### config.mk
export PLATFORM = sky130hd
export DESIGN_NAME = dsdfo_delta_freq
export DESIGN_NICKNAME = d
export VERILOG_FILES = /design/src/verilog/dsdfo_pkg.sv /design/src/verilog/dsdfo_delta_freq.sv
export VERILOG_INCLUDE_DIRS = /design/src /design/src/verilog
export SDC_FILE = /design/constraint.sdc
export NUM_CORES = 1
export LEC_CHECK = 0
export ABC_AREA = 0
export BUFFER_PORTS_ARGS = -buffer_cell sky130_fd_sc_hd__buf_2
export CORE_ASPECT_RATIO = 0.75
export CORE_MARGIN = 2
export CORE_UTILIZATION = 62
export CTS_CLUSTER_DIAMETER = 40
export DETAILED_ROUTE_END_ITERATION = 7
export PLACE_DENSITY = 0.89
export SLEW_MARGIN = 15
export SYNTH_ARGS = -nofsm -noshare
export SYNTH_HDL_FRONTEND = slang
export SYNTH_SLANG_ARGS = --single-unit
### constraint.sdc
create_clock -name core_clk -period 17.62 [get_ports core_clk]
set_input_delay 2.643 -clock core_clk [delete_from_list [all_inputs] [get_ports core_clk]]
set_output_delay 2.643 -clock core_clk [all_outputs]
set_load 0.05 [all_outputs]
### src/verilog/dsdfo_consts.svh
`ifndef DSDFO_CONSTS_SVH
`define DSDFO_CONSTS_SVH

// Register offsets on the host port
`define DSDFO_OFS_SW_DELTA    8'h44
`define DSDFO_OFS_CUR_OFFSET  8'h45

// Field positions
`define DSDFO_FREQ_MSB        14
`define DSDFO_RSVD_BIT        15

// Reset values
`define DSDFO_RST_SW_DELTA    15'h0000
`define DSDFO_RST_FREQ        15'h0000
`define DSDFO_RST_RDATA       16'h0000

// Freerun mode code that lets software steer the loop
`define DSDFO_FREERUN_CODE    2'h3

// Default loop filter shift and slope limit per cycle
`define DSDFO_FILT_SHIFT      4
`define DSDFO_SLOPE_MAX       64

`endif

### src/verilog/dsdfo_pkg.sv
package dsdfo_pkg;

  // Signed frequency word, same units as the center frequency number
  typedef logic signed [14:0] dsdfo_freq_t;

  // One host access, at most one of wr and rd per cycle
  typedef struct packed {
    logic        wr;
    logic        rd;
    logic [7:0]  addr;
    logic [15:0] wdata;
  } dsdfo_host_req_t;

  // Loop control bits held in the control registers elsewhere
  typedef struct packed {
    logic       sw_freq_enable;
    logic       sw_fast_select;
    logic [1:0] freerun_mode_select;
  } dsdfo_ctrl_t;

endpackage

### src/verilog/dsdfo_delta_freq.sv
`timescale 1ns/1ps
`include "dsdfo_consts.svh"

// What this block does
// - The software delta is the target deviation only when enabled and freerun mode is 11.
// - Fast select reaches the software target at once, otherwise via filter and slope limiter.
// - The software delta is ignored when disabled or not in freerun mode.
// - The 15-bit delta field is a two's complement value in center frequency units.
// - The present deviation is reported as a 15-bit signed field in the same units.
// - In fast mode the filter and limiter are bypassed, so the reported offset stands still.
// - Bit 15 of the offset register always reads zero.
// - The offset register is read-only; writes to it change nothing.
module dsdfo_delta_freq #(
  parameter int FILT_SHIFT = `DSDFO_FILT_SHIFT,
  parameter int SLOPE_MAX  = `DSDFO_SLOPE_MAX
) (
  // Clock and reset
  input  wire logic                     core_clk,
  input  wire logic                     rst_n,
  // Host register port
  input  wire dsdfo_pkg::dsdfo_host_req_t host_req,
  output logic [15:0]                   host_rdata,
  output logic                          host_rvalid,
  // Loop control and reference path
  input  wire dsdfo_pkg::dsdfo_ctrl_t   ctrl,
  input  wire dsdfo_pkg::dsdfo_freq_t   loop_target,
  // Deviation applied to the oscillator and offset reported to the host
  output dsdfo_pkg::dsdfo_freq_t        pll_freq_delta,
  output dsdfo_pkg::dsdfo_freq_t        current_freq_offset
);

  // Refuse settings the slew arithmetic cannot serve
  if (FILT_SHIFT < 0 || FILT_SHIFT > 15) begin : g_bad_shift
    $error("FILT_SHIFT out of range");
  end
  if (SLOPE_MAX < 1 || SLOPE_MAX > 16383) begin : g_bad_slope
    $error("SLOPE_MAX out of range");
  end

  // One filtered, slope limited step from cur toward tgt
  function automatic dsdfo_pkg::dsdfo_freq_t slew_step(input dsdfo_pkg::dsdfo_freq_t cur,
                                                       input dsdfo_pkg::dsdfo_freq_t tgt);
    logic signed [15:0] diff;
    logic        [15:0] mag;
    logic        [15:0] stp;
    diff = 16'(tgt) - 16'(cur);
    mag  = diff[15] ? 16'(-diff) : 16'(diff);
    stp  = mag >> FILT_SHIFT;
    if (stp == 16'h0000 && mag != 16'h0000) begin
      stp = 16'h0001;
    end
    if (stp > 16'(SLOPE_MAX)) begin
      stp = 16'(SLOPE_MAX);
    end
    slew_step = diff[15] ? 15'(16'(cur) - stp) : 15'(16'(cur) + stp);
  endfunction

  dsdfo_pkg::dsdfo_freq_t sw_delta_freq;
  dsdfo_pkg::dsdfo_freq_t next_sw_delta_freq;
  dsdfo_pkg::dsdfo_freq_t next_pll_freq_delta;
  dsdfo_pkg::dsdfo_freq_t next_current_freq_offset;
  dsdfo_pkg::dsdfo_freq_t target;
  logic [15:0]            next_host_rdata;
  logic                   next_host_rvalid;
  logic                   sw_active;
  logic                   fast;

  // Target selection and fast path
  always_comb begin
    sw_active = ctrl.sw_freq_enable &&
                (ctrl.freerun_mode_select == `DSDFO_FREERUN_CODE);
    target    = sw_active ? sw_delta_freq : loop_target;
    fast      = sw_active && ctrl.sw_fast_select;
  end

  // Loop frequency state
  always_comb begin
    if (fast) begin
      next_pll_freq_delta      = target;
      next_current_freq_offset = current_freq_offset;
    end else begin
      next_current_freq_offset = slew_step(current_freq_offset, target);
      next_pll_freq_delta      = next_current_freq_offset;
    end
  end

  always_ff @(posedge core_clk or negedge rst_n) begin
    if (!rst_n) begin
      pll_freq_delta      <= `DSDFO_RST_FREQ;
      current_freq_offset <= `DSDFO_RST_FREQ;
    end else begin
      pll_freq_delta      <= next_pll_freq_delta;
      current_freq_offset <= next_current_freq_offset;
    end
  end

  // Host writes and reads
  always_comb begin
    next_sw_delta_freq = sw_delta_freq;
    next_host_rdata    = host_rdata;
    next_host_rvalid   = 1'b0;
    if (host_req.wr && host_req.addr == `DSDFO_OFS_SW_DELTA) begin
      next_sw_delta_freq = host_req.wdata[`DSDFO_FREQ_MSB:0];
    end
    if (host_req.rd) begin
      next_host_rvalid = 1'b1;
      case (host_req.addr)
        `DSDFO_OFS_SW_DELTA:   next_host_rdata = {1'b0, sw_delta_freq};
        `DSDFO_OFS_CUR_OFFSET: next_host_rdata = {1'b0, current_freq_offset};
        default:               next_host_rdata = 16'h0000;
      endcase
    end
  end

  always_ff @(posedge core_clk or negedge rst_n) begin
    if (!rst_n) begin
      sw_delta_freq <= `DSDFO_RST_SW_DELTA;
      host_rdata    <= `DSDFO_RST_RDATA;
      host_rvalid   <= 1'b0;
    end else begin
      sw_delta_freq <= next_sw_delta_freq;
      host_rdata    <= next_host_rdata;
      host_rvalid   <= next_host_rvalid;
    end
  end

  // Previous offset, kept for the slope check
  dsdfo_pkg::dsdfo_freq_t prev_offset;
  dsdfo_pkg::dsdfo_freq_t next_prev_offset;
  logic signed [15:0]     step_now;

  // Offset one edge back
  always_comb begin
    next_prev_offset = current_freq_offset;
  end

  always_ff @(posedge core_clk or negedge rst_n) begin
    if (!rst_n) begin
      prev_offset <= `DSDFO_RST_FREQ;
    end else begin
      prev_offset <= next_prev_offset;
    end
  end

  // Signed step taken over the last edge
  assign step_now = 16'(current_freq_offset) - 16'(prev_offset);
endmodule // dsdfo_delta_freq

After elaboration in Yosys (flattened, before gate mapping)

Index checks and enable logic that the tools add are counted.

Input bits: 47
Register bits: 62
Word-level logic and storage cells: 29
Output and inout port bits: 47

Equal/unequal tests: 3
Add/subtract/negate cells: 4
Order comparisons: 1
Multiplexer cells: 10
Reductions and logical operators: 6

Operators by type and width:

| operator              | count |
|---|---|
| $mux W15              | 5 |
| $mux W16              | 2 |
| $pmux W15 S2          | 1 |
| $eq A8 B7 Y1 const B  | 2 |
| $gt A16 B7 Y1 const B | 1 |
| $logic_not A16 Y1     | 1 |
| $neg A16 Y16          | 1 |
| $reduce_bool A16 Y1   | 1 |
| $sub A15 B15 Y16      | 1 |
| $add A15 B15 Y15      | 1 |
| $sub A15 B15 Y15      | 1 |
| $mux W12              | 1 |
| $logic_and A1 B1 Y1   | 4 |
| $eq A2 B2 Y1 const B  | 1 |
| $mux W1               | 1 |

Logic depth before layout (Yosys ltp)

Depth after elaboration: 16
Depth in mapped cells: 33
Gate-level depth less buffers: 30

Worst setup path before layout

OpenSTA, ideal clock, no wires.

Path type: input port to flip-flop
Start: in ctrl[0] (netlist name)
End: reg current_freq_offset[14]
Data arrival time: 9.716 ns
Slack: 7.824 ns
Stages: 31
Data required time: 17.540 ns
Library setup time: 0.080 ns
Buffers on the path: 3
Path through: nand3_1 > clkbuf_1 > mux2_2 > ha_1 > buf_6 > o21a_1 > a21boi_4 > o31a_1 > o311ai_1 > or4b_1 > o311ai_0 > o211ai_2 > a21oi_2 > nand2b_1 > clkbuf_1 > or2_2 > ha_1 > or3_2 > and3_1 > ha_1 > and2_1 > o21a_1 > o21a_1 > o211a_1 > o21a_1 > o21ai_0 > a21oi_1 > a31oi_1 > a21bo_1 > a21oi_2 > xnor2_1

Word-level cells in the longest chain between the ends: 15
Elaborated cells between the ends (all ways): 18
Those cells by class: 4 x add/sub; 1 x order compare; 1 x eq/ne; 7 x mux; 5 x reduce/logical

Ends and longest elaborated chain:

| item                                                     | RTL line               | source |
|---|---|---|
| start: declaration                                       | dsdfo_delta_freq.sv:25 | `input wire dsdfo_pkg::dsdfo_ctrl_t ctrl,` |
| $eq A2 B2 Y1 (no source line) *                          | n/a                    |  |
| $logic_and A1 B1 Y1 *                                    | dsdfo_delta_freq.sv:70 | `sw_active = ctrl.sw_freq_enable &&` |
| $mux W15                                                 | dsdfo_delta_freq.sv:72 | `target = sw_active ? sw_delta_freq : loop_target;` |
| $sub A15 B15 Y16                                         | dsdfo_delta_freq.sv:46 | `diff = 16'(tgt) - 16'(cur);` |
| $neg A16 Y16                                             | dsdfo_delta_freq.sv:47 | `mag = diff[15] ? 16'(-diff) : 16'(diff);` |
| $mux W16                                                 | dsdfo_delta_freq.sv:47 |  |
| $logic_not A16 Y1 or $reduce_bool A16 Y1 (tied branches) | dsdfo_delta_freq.sv:49 | `if (stp == 16'h0000 && mag != 16'h0000) begin` |
| $logic_and A1 B1 Y1                                      | dsdfo_delta_freq.sv:49 |  |
| $mux W12                                                 | dsdfo_delta_freq.sv:49 |  |
| $mux W16                                                 | dsdfo_delta_freq.sv:78 | `if (fast) begin` |
| $gt A16 B7 Y1                                            | dsdfo_delta_freq.sv:52 | `if (stp > 16'(SLOPE_MAX)) begin` |
| $mux W15                                                 | dsdfo_delta_freq.sv:52 |  |
| $mux W15                                                 | dsdfo_delta_freq.sv:78 |  |
| $add A15 B15 Y15 or $sub A15 B15 Y15 (tied branches)     | dsdfo_delta_freq.sv:55 | `slew_step = diff[15] ? 15'(16'(cur) - stp) : 15'(16'(cur) + stp);` |
| $mux W15                                                 | dsdfo_delta_freq.sv:55 |  |
| end signal: assignment                                   | dsdfo_delta_freq.sv:90 | `` current_freq_offset <= `DSDFO_RST_FREQ; `` |
| end signal: assignment                                   | dsdfo_delta_freq.sv:93 | `current_freq_offset <= next_current_freq_offset;` |
| end: declaration                                         | dsdfo_delta_freq.sv:29 | `output dsdfo_pkg::dsdfo_freq_t current_freq_offset` |

Every way passes the cells marked *; elsewhere a longest branch is shown, timed or not. The select of a mux whose other input is x is not followed.
A chain may end at the register's enable or synchronous reset.

Final worst setup path

Start: in ctrl[3] (netlist name)
End: reg current_freq_offset[14]

Word-level cells in the longest chain between the ends: 14
Elaborated cells between the ends (all ways): 17
Those cells by class: 4 x add/sub; 1 x order compare; 7 x mux; 5 x reduce/logical

Ends and longest elaborated chain:

| item                                                     | RTL line |
|---|---|
| $logic_and A1 B1 Y1 *                                    | dsdfo_delta_freq.sv:70 |
| $mux W15                                                 | dsdfo_delta_freq.sv:72 |
| $sub A15 B15 Y16                                         | dsdfo_delta_freq.sv:46 |
| $neg A16 Y16                                             | dsdfo_delta_freq.sv:47 |
| $mux W16                                                 | dsdfo_delta_freq.sv:47 |
| $logic_not A16 Y1 or $reduce_bool A16 Y1 (tied branches) | dsdfo_delta_freq.sv:49 |
| $logic_and A1 B1 Y1                                      | dsdfo_delta_freq.sv:49 |
| $mux W12                                                 | dsdfo_delta_freq.sv:49 |
| $mux W16                                                 | dsdfo_delta_freq.sv:78 |
| $gt A16 B7 Y1                                            | dsdfo_delta_freq.sv:52 |
| $mux W15                                                 | dsdfo_delta_freq.sv:52 |
| $mux W15                                                 | dsdfo_delta_freq.sv:78 |
| $add A15 B15 Y15 or $sub A15 B15 Y15 (tied branches)     | dsdfo_delta_freq.sv:55 |
| $mux W15                                                 | dsdfo_delta_freq.sv:55 |

Marks and branches as above.

==> impl_metrics.csv <==
group,metric,value,unit
route,avgViaCountPerCell,6.434,
timing,period_minus_slack,11.17,ns
placed_design,dp_hpwl,10120,um
final_layout,final_cell_mix,"91 x buf_2, 61 x dfrtp_1, 54 x nand2_1",
timing,drv_slew,0,
grt,overflow,0,
placed_design,port-buffer-count,91,
route,drc,0,
setup_path,r2r-start,"sw_delta_freq[0]",
worst_hold_path,min_delay_path_depth,2,
floorplan,start_util,65.16,%
setup_path,cpMaxStageDelayCell,"nand3_1",
logic_synthesis,netlist_instances,575,
worst_hold_path,min_from,"host_rdata[4]",
clock_tree,cts-root-buf,"clkbuf_8",
logic_synthesis,syn-num-nets,655,
clock_tree,ctsHoldBuffers,0,
clock_tree,cts_buffers,9,
setup_path,crit_required,17.91,ns
logic_synthesis,ys_warn_count,0,
clock_tree,cts_resized,0,
logic_synthesis,ys_types,86,
timing,fin_crit_sh,63.41,%
setup_path,cp_common_cell,"o21a_1",
route,final_antenna_net_count,0,
timing,setup_viol_count_final,0,
final_layout,n_antenna_cell,0,
logic_synthesis,syn-cell-area,5228,sq um
outcome,outcome,"complete, no violations",
setup_path,path_class,"primary input to flip-flop",
placed_design,gp_congestion,0.8987,
clock_tree,cts_tree,"done",
setup_path,cp_slowest_stage_delay,0.64,ns
timing,tns,0,ns
logic_synthesis,ys_seq_elements,61,
timing,finalHoldViolations,0,
timing,max_freq,89.50,MHz
timing,fin_ws,6.447,ns
final_layout,finalNonFillerCells,760,
clock_tree,insertion_delay,0.36,ns
final_layout,register_area,1526,sq um
logic_synthesis,avgSynthCellArea,9.091,sq um
logic_synthesis,ys_seq_area_share,29.20,%
floorplan,num_io_pins,94,
run,drv_cap,0,
final_layout,fin_nets,730,
timing,rsz0062_at_grt,"false",
clock_tree,cts_setup_buffers,0,
final_layout,final_common_cell,"buf_2",
logic_synthesis,ys.flop_type,"dfrtp_1",
floorplan,die_x,110.0,um
floorplan,rows,28,
grt,grt_max_degree,62,
final_layout,fill_cells,562,
grt,antenna_found_initial,0,
floorplan,dieArea,9190,sq um
route,drt-initial-drc-count,512,
final_layout,multiInputGateArea,3326,sq um
logic_synthesis,synth_edf_count,0,
clock_tree,path_clk_slew,0.08,ns
route,post_drt_wl_per_cell,18.73,um
route,totalWireLength,14240,um
clock_tree,h-tree-depth,3,
setup_path,ff2ff_path_depth,28,
floorplan,coreArea,8023,sq um
grt,track_usage,32.03,%
placed_design,dpl.cell_count,744,
grt,grt_pass1_wl,23380,um
route,num_vias,4890,
worst_hold_path,min_path_type,"flip-flop to flip-flop",
clock_tree,cts_sinks,61,
timing,fin_worst_skew,0.01106,ns
route,firstDrtPassIters,5,
setup_path,arrival,11.46,ns
timing,relSlewSlack,21.42,%
setup_path,end_kind,"flip-flop",
grt,grt_pass1_vias,4880,
logic_synthesis,async_flop_share,100.0,%
setup_path,start_kind,"primary input",
setup_path,crit_start,"ctrl[3]",
final_layout,synthToLayoutAreaGrowth,12.13,%
clock_tree,cts_buffer_depth,2,
placed_design,place_ws,6.422,ns
setup_path,crit_fanout,16,
final_layout,post_route_cells_drive_above_1_share,27.02,%
timing,worstMarginPinSlew,1.177,ns
floorplan,die_h,83.52,um
-- worst paths after layout --
path	to	slack [ns]
max in group asynchronous	current_freq_offset[2]	14.67
hold / removal	host_rdata[4]	0.53
hold reg to reg	host_rdata[4]	0.53
setup / recovery	current_freq_offset[14]	6.45
setup reg to reg	current_freq_offset[14]	9.32
min in group asynchronous	host_rdata[13]	2.44
-- layout make-up --
cell class,instances,share of cell area [%]
timing repair buffer,93,8.026
clock inverter,7,2.092
tap,105,2.241
multi-input combinational,442,56.73
clock buffer,9,2.113
inverter,43,2.753
sequential,61,26.04
-- through the flow --
step	hold slack, ns	instance area (sq um)	util, %
floorplan	0.4797	5228	-
CTS	0.5359	5862	73.07
global route	0.5528	5862	73.07
finish	0.5316	5862	73.07
detailed placement	0.5161	5615	69.99
global placement	0.5013	5615	69.99
-- synthesized netlist by cell type (4+ instances only) --
cell type  count  share of area, %
nand2_1       54               3.9
buf_6          7               1.5
nand3_1       11               1.1
and2_1         5              0.60
ha_1          31               7.4
a21o_1         6              0.86
o21ai_0       21               2.0
nor3b_1       10               1.4
nor2_1        30               2.2
nor4_1         6              0.72
o22ai_1       19               2.3
or3_1          6              0.72
o211ai_1       6              0.86
mux2_2        32               6.9
or2_2          6              0.72
dfrtp_1       61                29
nand2b_1       4              0.48
mux2i_1       22               4.2
o31ai_1        6              0.86
inv_1         43               3.1
a31oi_1        6              0.72
a21oi_1       21               2.0
and3_1         5              0.60
nor3_1        14               1.3
a211oi_1       4              0.57
clkbuf_8       4               1.1
xnor2_1       17               2.8
xor2_1         9               1.5
clkbuf_1      14               1.0
o21a_1        10               1.4
nor2b_1        7              0.84
-- flip-flops by register name (all words and copies together) (netlist names) --
register	cells
host_rvalid	1
pll_freq_delta	15
sw_delta_freq	15
current_freq_offset	15
host_rdata	15
-- worst max-delay path, delay by kind of cell --
family	cells	cell delay (ns)
compound gates	16	4.32
xor+xnor	1	0.13
fa+ha+maj	3	1.02
buf+inv	1	0.09
mux	1	0.55
simple gates	7	2.71
-- metal layers --
layer  vias up  share of wire, %  track usage [%]
li1       2244                 -                -
met1      2351                41            40.72
met2       247                49            52.09
met3        48               7.7            7.494
met4         0               2.8            12.66
met5         -                 0                0
-- cell families (layout without fill, tap and decap cells) --
| group | count (synthesis) | count (layout) | share of synthesized area (%) |
|---|---|---|---|
| compound gates | 143 | 143 | 20.75 |
| buf+inv | 72 | 152 | 7.180 |
| xor+xnor | 26 | 26 | 4.356 |
| mux | 54 | 54 | 11.11 |
| simple gates | 185 | 185 | 19.15 |
| fa+ha+maj | 33 | 33 | 8.186 |
| other cells | 1 | 1 | 0.07174 |
| flops | 61 | 61 | 29.20 |
Power is not shown: default switching activity piles up to over one toggle a cycle in this logic, so the estimate is an artifact.
